[config.mk]
export PLATFORM = sky130hd
export DESIGN_NAME = pwj_ctrl
export DESIGN_NICKNAME = d
export VERILOG_FILES = /design/src/hdl/pwj_pkg.sv /design/src/hdl/pwj_diag_fifo.sv /design/src/hdl/pwj_ctrl.sv
export SDC_FILE = /design/constraint.sdc
export NUM_CORES = 1
export LEC_CHECK = 0
export BUFFER_PORTS_ARGS = -buffer_cell sky130_fd_sc_hd__buf_2
export CAP_MARGIN = 20
export CORE_MARGIN = 2
export CORE_UTILIZATION = 66
export CTS_CLUSTER_DIAMETER = 100
export DETAILED_ROUTE_END_ITERATION = 10
export GPL_ROUTABILITY_DRIVEN = 0
export PLACE_DENSITY_LB_ADDON = 0.15
export SLEW_MARGIN = 10
export SYNTH_ARGS = -nofsm -noshare
export SYNTH_HDL_FRONTEND = slang
export SYNTH_SLANG_ARGS = --single-unit
[constraint.sdc]
create_clock -name sys_clk -period 6.3 [get_ports sys_clk]
set_input_delay 0.315 -clock sys_clk [delete_from_list [all_inputs] [get_ports sys_clk]]
set_output_delay 0.315 -clock sys_clk [all_outputs]
set_load 0.02 [all_outputs]
[src/hdl/pwj_pkg.sv]
// Constants and types shared by the pause, watchdog and jabber control block
package pwj_pkg;

  // ----------------------------------------------------------------
  // Register map
  // ----------------------------------------------------------------
  localparam logic [7:0] ADDR_SELECT = 8'h00;
  localparam logic [7:0] ADDR_DATA = 8'h04;
  localparam logic [7:0] ADDR_CTRL = 8'h08;
  localparam logic [7:0] ADDR_INT_STAT = 8'h0c;
  localparam logic [7:0] ADDR_INT_MASK = 8'h10;

  // ----------------------------------------------------------------
  // Control register fields
  // ----------------------------------------------------------------
  localparam int BIT_COND_MODE = 32'hf;
  localparam int BIT_SEND_ZERO = 32'he;
  localparam int BIT_SEND_MAX = 32'hd;
  localparam int BIT_FLOW_EN = 32'ha;
  localparam int BIT_VLAN = 32'h6;
  localparam int BIT_REL_SEL = 32'h5;
  localparam int BIT_WD_DIS = 32'h4;
  localparam int BIT_JAB_DIS = 32'h0;
  localparam logic RESET_CTRL_BIT = 1'h0;

  // ----------------------------------------------------------------
  // Sample-frame selector field and codes
  // ----------------------------------------------------------------
  localparam int SEL_LSB = 32'h3;
  localparam int SEL_MSB = 32'h8;
  localparam logic [5:0] SEL_TX_FIFO = 6'h32;
  localparam logic [5:0] SEL_RX_FIFO = 6'h35;
  localparam logic [5:0] SEL_DIAG_RESET = 6'h38;
  localparam logic [5:0] RESET_SEL = 6'h00;
  localparam int DIAG_DEPTH = 32'h10;
  localparam int DIAG_PTR_W = 32'h4;

  // ----------------------------------------------------------------
  // Pause frame values
  // ----------------------------------------------------------------
  localparam logic [15:0] PAUSE_TIME_ZERO = 16'h0000;
  localparam logic [15:0] PAUSE_TIME_MAX = 16'hffff;
  localparam logic [1:0] KIND_COND = 2'h0;
  localparam logic [1:0] KIND_ZERO = 2'h1;
  localparam logic [1:0] KIND_MAX = 2'h2;

  typedef enum logic [1:0] {
    PWJ_P_IDLE = 2'b01,
    PWJ_P_BUSY = 2'b10
  } pwj_pause_e;

  // ----------------------------------------------------------------
  // Frame lengths and timing
  // ----------------------------------------------------------------
  localparam logic [10:0] LEN_STD = 11'h5ee;
  localparam logic [10:0] LEN_VLAN = 11'h5f2;
  localparam int CLK_PERIOD_NS = 32'h64;
  localparam int BIT_TIME_NS = 32'h64;
  localparam int REL_LONG_BITS = 32'h28;
  localparam int REL_SHORT_BITS = 32'h10;
  localparam int REL_LONG_CYC =
    (REL_LONG_BITS * BIT_TIME_NS + CLK_PERIOD_NS - 1) / CLK_PERIOD_NS;
  localparam int REL_SHORT_CYC =
    (REL_SHORT_BITS * BIT_TIME_NS + CLK_PERIOD_NS - 1) / CLK_PERIOD_NS;
  localparam int WD_EXPIRE_DEFAULT = 32'h5000;
  localparam int JAB_EXPIRE_DEFAULT = 32'h5000;

  // ----------------------------------------------------------------
  // Interrupt bits
  // ----------------------------------------------------------------
  localparam int INT_RX_PAUSE = 32'h0;
  localparam int INT_TX_PAUSE = 32'h1;
  localparam int INT_WATCHDOG = 32'h2;
  localparam int INT_JABBER = 32'h3;
  localparam logic [3:0] RESET_INT = 4'h0;

endpackage : pwj_pkg

[src/hdl/pwj_diag_fifo.sv]
// Diagnostic FIFO image with a word pointer for the sample-frame data port
`timescale 1ns/1ns
`default_nettype none
module pwj_diag_fifo (
  input wire logic sys_clk,
  input wire logic sys_rst,
  input wire logic ptr_clear,
  input wire logic wr_en,
  input wire logic rd_en,
  input wire logic [31:0] wr_data,
  output logic [31:0] rd_data,
  output logic [pwj_pkg::DIAG_PTR_W-1:0] ptr
);

  // ----------------------------------------------------------------
  // Storage
  // ----------------------------------------------------------------
  logic [31:0] mem [0:pwj_pkg::DIAG_DEPTH-1];

  assign rd_data = mem[ptr];

  always_ff @(posedge sys_clk) begin
    if (wr_en) begin
      mem[ptr] <= wr_data;
    end
  end

  // ----------------------------------------------------------------
  // Pointer, one word per access
  // ----------------------------------------------------------------
  always_ff @(posedge sys_clk) begin
    if (sys_rst || ptr_clear) begin
      ptr <= '0;
    end else if (wr_en || rd_en) begin
      ptr <= ptr + 1'b1;
    end
  end

endmodule : pwj_diag_fifo
`default_nettype wire

[src/hdl/pwj_ctrl.sv]
// Pause, receive watchdog, jabber and diagnostic selector control block
//
// Behaviour
// - Mode one: request pause frame when either trigger condition is set.
// - Mode zero: request pause frame only while both trigger conditions set.
// - Zero-pause command sends pause time 0000h, clears itself when sent.
// - Max-pause command sends pause time ffffh, clears itself when sent.
// - Received pause frames are acted on only while flow control enabled.
// - Sticky bit latches each decoded pause frame; cleared by reading.
// - Read-only bit shows the live unlatched pause decode result.
// - VLAN enable raises accepted frame length to tagged length.
// - Release interval 40 bit times when select is one, 16 otherwise.
// - Watchdog expiry disables receive, re-enabled after release interval.
// - Watchdog timer runs while its disable bit is zero, stopped otherwise.
// - Jabber protection applies only while the jabber disable bit is zero.
// - Selector 32h routes the data port to the transmit FIFO.
// - Selector 35h routes the data port to the receive FIFO.
// - Selector 38h write resets diagnostic pointers, reads return nothing.
//
// The plain strobed port and the address map were chosen for this implementation.
`timescale 1ns/1ns
`default_nettype none
module pwj_ctrl #(
  parameter int WD_EXPIRE_CYCLES = pwj_pkg::WD_EXPIRE_DEFAULT,
  parameter int JAB_EXPIRE_CYCLES = pwj_pkg::JAB_EXPIRE_DEFAULT
) (
  input wire logic sys_clk,
  input wire logic sys_rst,
  input wire logic [7:0] reg_addr,
  input wire logic [31:0] reg_wdata,
  input wire logic reg_wr,
  input wire logic reg_rd,
  output logic [31:0] reg_rdata,
  input wire logic pause_cond_a,
  input wire logic pause_cond_b,
  output logic pause_tx_req,
  output logic [15:0] pause_tx_time,
  input wire logic pause_tx_done,
  input wire logic rx_pause_valid,
  input wire logic [15:0] rx_pause_time,
  output logic rx_pause_apply,
  output logic [15:0] rx_pause_quanta,
  output logic [10:0] max_frame_len,
  input wire logic rx_active,
  output logic rx_channel_enable,
  input wire logic tx_active,
  output logic tx_jabber_cut,
  output logic irq
);

  // ----------------------------------------------------------------
  // State
  // ----------------------------------------------------------------
  logic pause_condition_mode;
  logic send_zero_pause;
  logic send_max_pause;
  logic flow_control_decode_enable;
  logic pause_received_latched;
  logic pause_decode_live;
  logic vlan_len_enable;
  logic watchdog_release_select;
  logic watchdog_timer_disable;
  logic tx_jabber_disable;
  logic [5:0] access_select;
  logic [3:0] int_status;
  logic [3:0] int_mask;
  pwj_pkg::pwj_pause_e pause_state;
  logic [1:0] pause_kind;
  logic [15:0] wd_cnt;
  logic wd_hold;
  logic rel_long;
  logic [5:0] hold_cnt;
  logic [15:0] jab_cnt;

  // ----------------------------------------------------------------
  // Register decode
  // ----------------------------------------------------------------
  wire wr_sel = reg_wr && reg_addr == pwj_pkg::ADDR_SELECT;
  wire wr_data = reg_wr && reg_addr == pwj_pkg::ADDR_DATA;
  wire rd_data = reg_rd && reg_addr == pwj_pkg::ADDR_DATA;
  wire wr_ctl = reg_wr && reg_addr == pwj_pkg::ADDR_CTRL;
  wire rd_ctl = reg_rd && reg_addr == pwj_pkg::ADDR_CTRL;
  wire wr_stat = reg_wr && reg_addr == pwj_pkg::ADDR_INT_STAT;
  wire wr_mask = reg_wr && reg_addr == pwj_pkg::ADDR_INT_MASK;
  wire [5:0] wsel = reg_wdata[pwj_pkg::SEL_MSB:pwj_pkg::SEL_LSB];

  // ----------------------------------------------------------------
  // Diagnostic FIFO routing
  // ----------------------------------------------------------------
  wire diag_clear = wr_sel && wsel == pwj_pkg::SEL_DIAG_RESET;
  wire [31:0] fifo_rdata [0:1];
  wire [pwj_pkg::DIAG_PTR_W-1:0] fifo_ptr [0:1];

  for (genvar i = 0; i < 2; i++) begin : g_fifo
    localparam logic [5:0] CODE =
      (i == 0) ? pwj_pkg::SEL_TX_FIFO : pwj_pkg::SEL_RX_FIFO;
    wire hit = access_select == CODE;
    pwj_diag_fifo u_fifo (
      .sys_clk(sys_clk),
      .sys_rst(sys_rst),
      .ptr_clear(diag_clear),
      .wr_en(wr_data && hit),
      .rd_en(rd_data && hit),
      .wr_data(reg_wdata),
      .rd_data(fifo_rdata[i]),
      .ptr(fifo_ptr[i])
    );
  end

  wire [31:0] data_read =
    (access_select == pwj_pkg::SEL_TX_FIFO) ? fifo_rdata[0] :
    (access_select == pwj_pkg::SEL_RX_FIFO) ? fifo_rdata[1] :
    32'h0000_0000;

  // ----------------------------------------------------------------
  // Read mux
  // ----------------------------------------------------------------
  wire [31:0] ctl_read = {16'h0000, pause_condition_mode, send_zero_pause,
    send_max_pause, pause_cond_b, pause_cond_a, flow_control_decode_enable,
    pause_received_latched, 1'b0, pause_decode_live, vlan_len_enable,
    watchdog_release_select, watchdog_timer_disable, 3'h0,
    tx_jabber_disable};
  wire [31:0] sel_read = {23'h000000, access_select, 3'h0};
  wire [31:0] rd_mux =
    (reg_addr == pwj_pkg::ADDR_SELECT) ? sel_read :
    (reg_addr == pwj_pkg::ADDR_DATA) ? data_read :
    (reg_addr == pwj_pkg::ADDR_CTRL) ? ctl_read :
    (reg_addr == pwj_pkg::ADDR_INT_STAT) ? {28'h0000000, int_status} :
    (reg_addr == pwj_pkg::ADDR_INT_MASK) ? {28'h0000000, int_mask} :
    32'h0000_0000;

  always_ff @(posedge sys_clk) begin
    if (sys_rst) begin
      reg_rdata <= 32'h0000_0000;
    end else begin
      reg_rdata <= reg_rd ? rd_mux : 32'h0000_0000;
    end
  end

  // ----------------------------------------------------------------
  // Pause transmit request
  // ----------------------------------------------------------------
  wire p_idle = pause_state == pwj_pkg::PWJ_P_IDLE;
  wire p_busy = pause_state == pwj_pkg::PWJ_P_BUSY;
  wire cond_req = pause_condition_mode ? (pause_cond_a || pause_cond_b)
                                       : (pause_cond_a && pause_cond_b);
  wire start_zero = p_idle && send_zero_pause;
  wire start_max = p_idle && !send_zero_pause && send_max_pause;
  wire start_cond = p_idle && !send_zero_pause && !send_max_pause && cond_req;
  wire start_any = start_zero || start_max || start_cond;
  wire finish = p_busy && pause_tx_done;
  wire clr_zero = finish && pause_kind == pwj_pkg::KIND_ZERO;
  wire clr_max = finish && pause_kind == pwj_pkg::KIND_MAX;
  wire [1:0] next_kind = start_zero ? pwj_pkg::KIND_ZERO :
    start_max ? pwj_pkg::KIND_MAX : pwj_pkg::KIND_COND;
  wire [15:0] next_time = start_zero ? pwj_pkg::PAUSE_TIME_ZERO
                                     : pwj_pkg::PAUSE_TIME_MAX;

  always_ff @(posedge sys_clk) begin
    if (sys_rst) begin
      pause_state <= pwj_pkg::PWJ_P_IDLE;
      pause_kind <= pwj_pkg::KIND_COND;
      pause_tx_req <= 1'b0;
      pause_tx_time <= pwj_pkg::PAUSE_TIME_ZERO;
    end else begin
      case (pause_state)
        pwj_pkg::PWJ_P_IDLE: begin
          if (start_any) begin
            pause_state <= pwj_pkg::PWJ_P_BUSY;
            pause_kind <= next_kind;
            pause_tx_req <= 1'b1;
            pause_tx_time <= next_time;
          end
        end
        pwj_pkg::PWJ_P_BUSY: begin
          if (finish) begin
            pause_state <= pwj_pkg::PWJ_P_IDLE;
            pause_tx_req <= 1'b0;
          end
        end
        default: begin
          pause_state <= pwj_pkg::PWJ_P_IDLE;
          pause_tx_req <= 1'b0;
        end
      endcase
    end
  end

  // ----------------------------------------------------------------
  // Control register
  // ----------------------------------------------------------------
  wire decoded = rx_pause_valid && flow_control_decode_enable;

  always_ff @(posedge sys_clk) begin
    if (sys_rst) begin
      pause_condition_mode <= pwj_pkg::RESET_CTRL_BIT;
      send_zero_pause <= pwj_pkg::RESET_CTRL_BIT;
      send_max_pause <= pwj_pkg::RESET_CTRL_BIT;
      flow_control_decode_enable <= pwj_pkg::RESET_CTRL_BIT;
      vlan_len_enable <= pwj_pkg::RESET_CTRL_BIT;
      watchdog_release_select <= pwj_pkg::RESET_CTRL_BIT;
      watchdog_timer_disable <= pwj_pkg::RESET_CTRL_BIT;
      tx_jabber_disable <= pwj_pkg::RESET_CTRL_BIT;
      pause_received_latched <= pwj_pkg::RESET_CTRL_BIT;
      pause_decode_live <= pwj_pkg::RESET_CTRL_BIT;
      access_select <= pwj_pkg::RESET_SEL;
    end else begin
      if (wr_ctl) begin
        pause_condition_mode <= reg_wdata[pwj_pkg::BIT_COND_MODE];
        flow_control_decode_enable <= reg_wdata[pwj_pkg::BIT_FLOW_EN];
        vlan_len_enable <= reg_wdata[pwj_pkg::BIT_VLAN];
        watchdog_release_select <= reg_wdata[pwj_pkg::BIT_REL_SEL];
        watchdog_timer_disable <= reg_wdata[pwj_pkg::BIT_WD_DIS];
        tx_jabber_disable <= reg_wdata[pwj_pkg::BIT_JAB_DIS];
      end
      send_zero_pause <= wr_ctl ? reg_wdata[pwj_pkg::BIT_SEND_ZERO]
                                : send_zero_pause && !clr_zero;
      send_max_pause <= wr_ctl ? reg_wdata[pwj_pkg::BIT_SEND_MAX]
                               : send_max_pause && !clr_max;
      pause_received_latched <= decoded ||
                                (pause_received_latched && !rd_ctl);
      pause_decode_live <= decoded;
      if (wr_sel) begin
        access_select <= wsel;
      end
    end
  end

  // ----------------------------------------------------------------
  // Received pause and frame length
  // ----------------------------------------------------------------
  always_ff @(posedge sys_clk) begin
    if (sys_rst) begin
      rx_pause_apply <= 1'b0;
      rx_pause_quanta <= pwj_pkg::PAUSE_TIME_ZERO;
      max_frame_len <= pwj_pkg::LEN_STD;
    end else begin
      rx_pause_apply <= decoded;
      if (decoded) begin
        rx_pause_quanta <= rx_pause_time;
      end
      max_frame_len <= vlan_len_enable ? pwj_pkg::LEN_VLAN
                                       : pwj_pkg::LEN_STD;
    end
  end

  // ----------------------------------------------------------------
  // Receive watchdog
  // ----------------------------------------------------------------
  wire wd_run = rx_active && !watchdog_timer_disable && !wd_hold;
  wire wd_expire = wd_run && wd_cnt == 16'(WD_EXPIRE_CYCLES - 1);
  wire [5:0] rel_len = rel_long ? 6'(pwj_pkg::REL_LONG_CYC)
                                : 6'(pwj_pkg::REL_SHORT_CYC);
  wire hold_done = wd_hold && hold_cnt == 6'(rel_len - 6'h01);
  wire next_wd_hold = wd_expire || (wd_hold && !hold_done);

  always_ff @(posedge sys_clk) begin
    if (sys_rst) begin
      wd_cnt <= 16'h0000;
      wd_hold <= 1'b0;
      rel_long <= 1'b0;
      hold_cnt <= 6'h00;
      rx_channel_enable <= 1'b1;
    end else begin
      wd_cnt <= (wd_run && !wd_expire) ? wd_cnt + 16'h0001 : 16'h0000;
      wd_hold <= next_wd_hold;
      hold_cnt <= wd_hold ? hold_cnt + 6'h01 : 6'h00;
      if (wd_expire) begin
        rel_long <= watchdog_release_select;
      end
      rx_channel_enable <= !next_wd_hold;
    end
  end

  // ----------------------------------------------------------------
  // Transmit jabber
  // ----------------------------------------------------------------
  wire jab_run = tx_active && !tx_jabber_disable && !tx_jabber_cut;
  wire jab_hit = jab_run && jab_cnt == 16'(JAB_EXPIRE_CYCLES - 1);

  always_ff @(posedge sys_clk) begin
    if (sys_rst) begin
      jab_cnt <= 16'h0000;
      tx_jabber_cut <= 1'b0;
    end else begin
      jab_cnt <= (jab_run && !jab_hit) ? jab_cnt + 16'h0001 : 16'h0000;
      tx_jabber_cut <= !tx_jabber_disable && tx_active &&
                       (tx_jabber_cut || jab_hit);
    end
  end

  // ----------------------------------------------------------------
  // Interrupts
  // ----------------------------------------------------------------
  wire [3:0] events = {jab_hit, wd_expire, finish, decoded};
  wire [3:0] stat_clr = wr_stat ? reg_wdata[3:0] : 4'h0;
  wire [3:0] next_status = events | (int_status & ~stat_clr);

  always_ff @(posedge sys_clk) begin
    if (sys_rst) begin
      int_status <= pwj_pkg::RESET_INT;
      int_mask <= pwj_pkg::RESET_INT;
      irq <= 1'b0;
    end else begin
      int_status <= next_status;
      if (wr_mask) begin
        int_mask <= reg_wdata[3:0];
      end
      irq <= |(int_status & int_mask);
    end
  end

  // ----------------------------------------------------------------
  // Checks
  // ----------------------------------------------------------------
  logic [6:0] low_len;

  always_ff @(posedge sys_clk) begin
    if (sys_rst) begin
      low_len <= 7'h00;
    end else begin
      low_len <= rx_channel_enable ? 7'h00 : low_len + 7'h01;
    end
  end
endmodule : pwj_ctrl
`default_nettype wire

==> results of run 1 <==
==> registers in the layout, indices dropped and copies added (netlist names), 2 cells and up, named ones only <==
name,cells
access_select,6
g_fifo.u_fifo.mem,1024
g_fifo.u_fifo.ptr,8
hold_cnt,6
int_mask,4
int_status,4
jab_cnt,16
max_frame_len,2
pause_kind,2
reg_rdata,32
rx_pause_quanta,16
wd_cnt,16
==> cell usage in the layout, fill, tap and decap left out, drive strengths merged, types with 4 or more instances in the layout <==
cell type / instances
a211oi: 32
a21oi: 40
a221o: 10
a22o: 16
a22oi: 6
and3: 10
and4: 4
buf: 190
bufinv: 11
clkbuf: 144
clkinv: 47
clkinvlp: 6
conb: 8
dfxtp: 138
dlygate4sd3: 20
edfxtp: 1024
ha: 11
inv: 24
mux2: 5
mux2i: 38
mux4: 293
nand2: 74
nand2b: 8
nand3: 24
nand4: 8
nor2: 112
nor2b: 25
nor3: 17
nor4: 5
o2111ai: 5
o211ai: 4
o21ai: 5
xnor2: 22
xor2: 16
==> path summary, 6_finish.rpt <==
check,startpoint,endpoint,cells after the start
worst max-delay path,flip-flop,reg_rdata[18],5
worst min-delay path,rx_active,wd_hold,3
worst min register to register,rx_pause_quanta[8],rx_pause_quanta[8],2
worst max register to register,flip-flop,reg_rdata[18],5
==> layout make-up <==
type	count	area share
tap	873	0.0218
clock buffer	144	0.0605
sequential	1162	0.669
antenna	1	0.0000499
timing repair buffer	210	0.0289
multi-input combinational	843	0.205
inverter	22	0.00165
clock inverter	66	0.0131
==> report_power, final <==
part           total (uW)  internal (uW)  switching (uW)
registers            8370           8360            3.48
clock network        6710           3860            2850
logic                 193           35.0             158
total               15300          12300            3010
==> per-stage QoR <==
step / total power (uW) / std cells / hold WS (ns) / utilization / worst slack, ns
6_report: 15300 / 3321 / 0.0505 / 0.751 / 2.95
5_1_grt: 15600 / 3320 / 0.0360 / 0.750 / 2.76
4_1_cts: 15300 / 3320 / 0.0189 / 0.750 / 2.94
3_5_place_dp: 8710 / 3090 / 0.444 / 0.692 / 2.94
3_3_place_gp: 8700 / 3081 / 0.432 / 0.689 / 2.75
2_1_floorplan: 8590 / 2161 / 0.398 / - / 2.02
==> logic make-up (layout without fill, tap and decap cells) <==
| family | count (synthesis) | after routing | synth area share |
|---|---|---|---|
| adders and majority gates | 12 | 12 | 0.00333 |
| xor gates and xnor gates | 38 | 38 | 0.00751 |
| AOI/OAI and AO/OA | 141 | 141 | 0.0231 |
| muxes | 336 | 336 | 0.159 |
| other | 2 | 9 | 0.000169 |
| DFF | 1162 | 1162 | 0.756 |
| buffers and inverters | 156 | 442 | 0.0178 |
| and+or+nand+nor | 308 | 308 | 0.0333 |
==> worst register-to-register path, delay by kind of cell, from the launching register on <==
kind,cells,cell delay (ns)
AO/OA/AOI/OAI,1,0.26
multiplexers,2,0.97
buffers and inverters,2,1.31
flip-flops,1,0.71
==> per-layer routing <==
layer | routed length (um) | share of wire | vias to the layer above
li1 | - | - | 9164
met5 | 43 | 0.00041 | -
met1 | 38900 | 0.37 | 11800
met3 | 10100 | 0.095 | 222
met4 | 3760 | 0.035 | 6
met2 | 53300 | 0.50 | 1373
==> metrics list, run 1 <==
* Run status: finished, final reports clean
* Die X: around 260 um
- Clock tree synthesis inserted a total of 111 buffers.
* Most numerous cell in the Yosys netlist: sky130_fd_sc_hd__edfxtp_1
- Dividing the detail-routed via count by the number of cells gives 6.80.
* Setup repair after global routing missed its margin: no
- Of the synthesized area, sequential elements account for 0.756.
- For the worst-skew pair, the clock arrives at the later sink with an insertion delay of 0.68 ns.
* Achievable frequency: 299 MHz
- Among cell families on the critical path, the largest total delay comes from buffers and inverters.
- For this run, global-route usage on met3 was measured as 0.0543.
- Total area of multi-input combinational cells: roughly 10000 um2
* Type of the worst setup path: reg2reg
* Most crowded layer after global routing: met2
- The detail route stage leaves a number of antenna-violating nets equal to 0.
* Buffer depth of the longest clock path: 3
* Worst voltage drop across the vdd grid: roughly 0.00027 V
- Combined buffer and inverter count along the critical path: 2
* Unique cell type count in the Yosys netlist: between 60 and 70
* Layout Nets: 2427
* Required time worst endpoint: 6.86 ns
- The min-delay analysis places its worst path in the category in2reg.
- Among all stages on the critical path, the largest delay is contributed by sky130_fd_sc_hd__dfxtp_4.
* I/O pin cnt: 146
- Routing usage on met2: 0.520
* Share of final-layout standard cells stronger than drive strength 1: 0.290
* Avg Synthesized Cell Area: 20.6 um2
- The initial antenna violation count came to 5.
- Traced cell by cell, the critical path runs through buf_4 -> buf_4 -> mux4_2 -> mux4_2 -> a22o_1.
- For this configuration, the core starts out at a cell density of 0.664.
* Hold buffers post-CTS: 20
* Synth area leader: sky130_fd_sc_hd__edfxtp_1
* Asr flop ratio synth: 0
* Share of the synthesized area in the top cell type: 0.694
- TritonCTS built the clock tree.
* Signal arrival time at the worst endpoint: just under 4 ns
- STA classifies the critical path startpoint as a flip-flop.
- Final Max Slew Viols: 0
- Global-route wire length before repair: 156000 um
* Via count of the first global-routing pass: 23000
* DPL Wire Length: 59300 um
- The floorplan step defined a die boundary enclosing a little under 70000 um2.
- Share of the cycle needed by the critical path after routing: 0.532
- In the synthesized netlist, the number of instances is around 2200.
- Total global routing track utilization: 0.314
* Post-route clock skew: 0.0221 ns
* Slew Limit Headroom: 0.382
- For met1 alone, demand over resource in global routing was 0.434.
- Drt drc: 0
- Clock H-tree levels: 3
- For this run, the number of Yosys warnings is 0.
- Register bit count reported by yosys: between 1000 and 1500
- After the first detailed-routing iteration, the DRC count stood at 2770.
* Main area contributors after synthesis: sky130_fd_sc_hd__edfxtp_1 69%, sky130_fd_sc_hd__mux4_2 15%, sky130_fd_sc_hd__dfxtp_1 6.2%, sky130_fd_sc_hd__nor2_1 0.95%, sky130_fd_sc_hd__mux2i_1 0.86%
- Area of the mapped netlist: 44300 um2
* Most frequent cells after synthesis: 1024 x sky130_fd_sc_hd__edfxtp_1, 293 x sky130_fd_sc_hd__mux4_2, 138 x sky130_fd_sc_hd__dfxtp_1
- In this run the vertical extent of the chip is 263 um.
* Number of placement rows: 95
- The clock period could shrink to 3.35 ns.
* Count of endpoints failing setup in the final report: 0
- At the pin with the least slew margin, the transition time is 0.927 ns.
- The worst setup path is captured at a flip-flop.
- After global routing the overflow that remains totals 0.
- Fill cells in the final layout number 3544.
* Number of vias after detailed routing: ~23000
* Sequential cell area in the final layout: around 34000 um2
* Clock Sinks: 1162
* Slack of the worst reg-to-reg path: 2.95 ns
* Post-route cell area: 50100 um2
- After detailed routing, the total wire length is 106000 um.
- Setup TNS after final layout: 0 ns
* Resized Gates After CTS: 0
* Area post-placement: about 46000 um2
* Power Density: 305 nW/um2
- Input and output buffers added on the ports amount to about 140.
* Pin count of the biggest net entering global routing: 95
* Post-synth EDFFs: 1024
- Area of the core: ~67000 um2
* Clock slew at the register clock pins of the worst setup and hold paths: 0.06 ns
* Primary flip-flop cell chosen by synthesis mapping: sky130_fd_sc_hd__edfxtp_1
- After detailed routing, the average wire length per cell comes to 31.9 um.
- The count of endpoints failing hold in the final timing report is 0.
- From synthesis to final layout, the design area changed by 13.1%.
- Critical path fanouts, max: slightly below 50
- Root cell of the clock tree: sky130_fd_sc_hd__clkbuf_16
* Delay of the slowest cell on the worst path: roughly 0.7 ns
- Across the run, the number of max-cap violations was 0.
* Pre-antenna DRT Iters: 8
* Static leakage power: roughly 0.016 uW
- Once the clock tree was built, the setup fixing pass inserted 0 buffers.
Note: power is estimated with default switching activity, not from simulation.
==> run 2: changes to the inputs <==
- ABC_AREA: unset -> 1
- CORE_UTILIZATION: 66 -> 62
- clock period: 6.3 -> 3.13 ns (I/O delays scaled with it)
==> metrics list, run 2 <==
- Resized Gates After CTS: 0 (unchanged)
- Count of endpoints failing setup in the final report: 0 (unchanged)
* Type of the worst setup path: in2reg
* Synth area leader: sky130_fd_sc_hd__edfxtp_1
* Main area contributors after synthesis: sky130_fd_sc_hd__edfxtp_1 65%, sky130_fd_sc_hd__nand2_1 6.7%, sky130_fd_sc_hd__dfxtp_1 5.8%, sky130_fd_sc_hd__o21ai_0 4.5%, sky130_fd_sc_hd__nor2_1 4.4%
* Port Buffers: 137 (unchanged)
* Number of routed nets with antenna violations: 0 (unchanged)
- The worst vdd rail ir drop is 0.000542 V (+100%).
- Asr flop ratio synth: 0 (unchanged)
- Area post-placement: 49300 um2 (+6.6%)
- The detailed-router iteration count before antenna repair is 6 (-2).
- Slack of the worst reg-to-reg path: 0.65 ns (-2.30 ns)
- The area share of the largest cell type after synthesis came to 0.650 (-0.0439).
- Most frequent cells after synthesis: 1024 x sky130_fd_sc_hd__edfxtp_1, 839 x sky130_fd_sc_hd__nand2_1, 558 x sky130_fd_sc_hd__nor2_1
* Share of final-layout standard cells stronger than drive strength 1: 0.107 (-0.183)
- The total inserted antenna cells came to 0 (-1).
- Number of violations of the max-capacitance limit: 0 (unchanged)
* Number of vias after detailed routing: 32400 (+43%)
- Most numerous cell in the Yosys netlist: sky130_fd_sc_hd__edfxtp_1
- The total clock buffers created by CTS was 114 (+2.7%).
- The sequential element share of the synthesized area came to 0.708 (-0.0479).
* Antenna violations before repair: 2 (-3)
- CP Launch Type: primary input
- The count of endpoints failing hold in the final timing report is 0 (unchanged).
* Primary flip-flop cell chosen by synthesis mapping: sky130_fd_sc_hd__edfxtp_1
- Total global routing track utilization: 0.314 (+0.000317)
- Slew Limit Headroom: 0.345 (-0.0372)
* Crit end category: flip-flop
* Pin count of the biggest net entering global routing: 158 (+66%)
- In the final layout, the registers with the most flip-flops are g_fifo.u_fifo.mem x1024, reg_rdata x32.
* Register ranked first by flip-flop count: g_fifo.u_fifo.mem
- Overall power of the completed layout: 31300 uW (+100%)
- Die X: 280 um (+6.5%)
- The synthesized area divided by synthesized cell count came to 11.1 um2 (-46%).
- Setup TNS after final layout: 0 ns (unchanged)
- Overall die height: 280 um (+6.5%)
- The maximum fanout along the worst path was 25 (-49%).
- In this run the worst hold path is classified as in2reg.
- Slew of the pin with the lowest slew margin: 0.983 ns (+0.0558 ns)
- Initial standard-cell utilization of the core: 0.625 (-0.0384)
- Highest-count cells in the layout ignoring fill and taps: 1024 x sky130_fd_sc_hd__edfxtp_1, 839 x sky130_fd_sc_hd__nand2_1, 526 x sky130_fd_sc_hd__nor2_1, 428 x sky130_fd_sc_hd__o21ai_0, 355 x sky130_fd_sc_hd__nand3_1
- CTS tree: done
- The number of buffers on the longest clock path is 3 (unchanged).
- The count of distinct cell types in the synthesized netlist was 43 (-31%).
* Static leakage power: 0.0195 uW (+24%)
- The final hold slack was 0.0358 ns (-0.0147 ns).
- The clock skew after layout came to 0.0194 ns (-0.00269 ns).
- The floorplan die area was 78600 um2 (+13%).
- Required time worst endpoint: 3.50 ns (-3.36 ns)
* Number of placement rows: 101 (+6.3%)
* Layout Nets: 4482 (+85%)
- Post-synth EDFFs: 1024 (unchanged)
- Hold buffers post-CTS: 39 (+95%)
- Achievable frequency: 340 MHz
* Register bit count reported by yosys: 1162 (unchanged)
- DPL Wire Length: 70500 um (+19%)
- The count of pins over their slew limit came to 0 (unchanged).
- The total clock sinks was 1162 (unchanged).
* Number of post-CTS setup repair buffers: 0 (unchanged)
- The H-tree level count was 3 (unchanged).
- Global-route wire length before repair: 184000 um (+18%)
* Average vias per placed instance: 5.90 (-13%)
- Final wirelength: 123000 um (+16%)
* Largest register FFs: 1024 (unchanged)
* Share of the cycle needed by the critical path after routing: 0.939
- Number of warning messages in the yosys log: 0 (unchanged)
- The run finished with clean final reports.
* Cells after Synth: 4247 (+97%)
- Number of DRC markers after the initial detailed-route iteration: 3794 (+37%)
* Clock slew at the register clock pins of the worst setup and hold paths: 0.06 ns (about the same)
- The clock network latency to the later pin of the worst-skew pair was 0.68 ns (about the same).
* Worst path setup slack after routing: 0.191 ns (-2.76 ns)
- The ratio of total power to cell area was 584 nW/um2 (+92%).
* Via count of the first global-routing pass: 30700 (+33%)
- Leaving out fill and tap cells, the most frequent cell in the layout is sky130_fd_sc_hd__edfxtp_1.
- Setup repair after global routing missed its margin: no
* Signal arrival time at the worst endpoint: 3.31 ns (-0.60 ns)
* Sum of overflow across all layers after global routing: 0 (unchanged)
- The detail-routed net length per standard cell came to 22.4 um (-30%).
- Root cell of the clock tree: sky130_fd_sc_hd__clkbuf_16
- The core footprint is 75700 um2 (+13%).
* Drt drc: 0 (unchanged)
- The worst slack at placement is 0.603 ns (-2.34 ns).
- Post-route cell area: 53600 um2 (+6.8%)
- I/O pin cnt: 146 (unchanged)
* Area of the mapped netlist: 47300 um2 (+6.8%)
- The area growth from synthesis to final layout is 13.2% (about the same).
- For the finished layout, the period the worst path requires is 2.94 ns.
==> run 2: layout make-up <==
cell class / instances / area [um2]
flip-flops and latches: 1162 / 33500
inverters: 316 / 1200
well taps: 978 / 1220
fillers: 5264 / 22100
multi-input cells: 2524 / 11500
repair buffers: 287 / 2270
clock inverters: 68 / 769
clock buffers: 148 / 3090
==> run 2: worst max-delay path, cell delays in order <==
cell	delay [ns]
sky130_fd_sc_hd__dlygate4sd3_1	0.53
sky130_fd_sc_hd__buf_2	0.12
sky130_fd_sc_hd__inv_1	0.09
sky130_fd_sc_hd__nand3_2	0.10
sky130_fd_sc_hd__dlygate4sd3_1	0.61
sky130_fd_sc_hd__nor3_4	0.37
sky130_fd_sc_hd__nand3_1	0.25
sky130_fd_sc_hd__inv_1	0.18
sky130_fd_sc_hd__nand2_1	0.27
sky130_fd_sc_hd__nor2_4	0.35
sky130_fd_sc_hd__buf_12	0.25
==> run 2: per-stage QoR <==
step | util | cells
after floorplan | - | 4253
after global placement | 0.651 | 5228
after detailed placement | 0.651 | 5228
after CTS | 0.708 | 5483
after global routing | 0.708 | 5483
final | 0.708 | 5483
==> run 2: routing by layer <==
layer  part of all wire  vias to the layer above  track usage
met5            0.00019                        -            0
met4              0.029                        4       0.0987
met3               0.10                      249       0.0656
met2               0.48                     1644        0.510
met1               0.39                    15600        0.430
li1                   -                    14900            -
==> run 2: where the power goes <==
group	internal [uW]	total (uW)	leakage, uW	switching, uW
combinational	89.0	439	0.00727	350
sequential	16800	16800	0.0103	6.34
clock	8200	14000	0.00186	5800
==> run 2: worst paths after layout <==
kind                                    start                           to  cells after the start
worst max-delay path              reg_addr[1]   g_fifo[0].u_fifo.mem[7][4]                     11
worst min-delay path            reg_wdata[18]  g_fifo[1].u_fifo.mem[9][18]                      1
worst max register to register      flip-flop                reg_rdata[25]                     10
worst min register to register      wd_cnt[0]                    wd_cnt[0]                      1
==> run 2: cell families after synthesis <==
| family | synth area share |
|---|---|
| simple gates | 0.154 |
| fa+ha+maj | 0.00291 |
| compound gates | 0.0772 |
| xor+xnor | 0.00222 |
| other cells | 0.000159 |
| buf+inv | 0.0551 |
| flops | 0.708 |
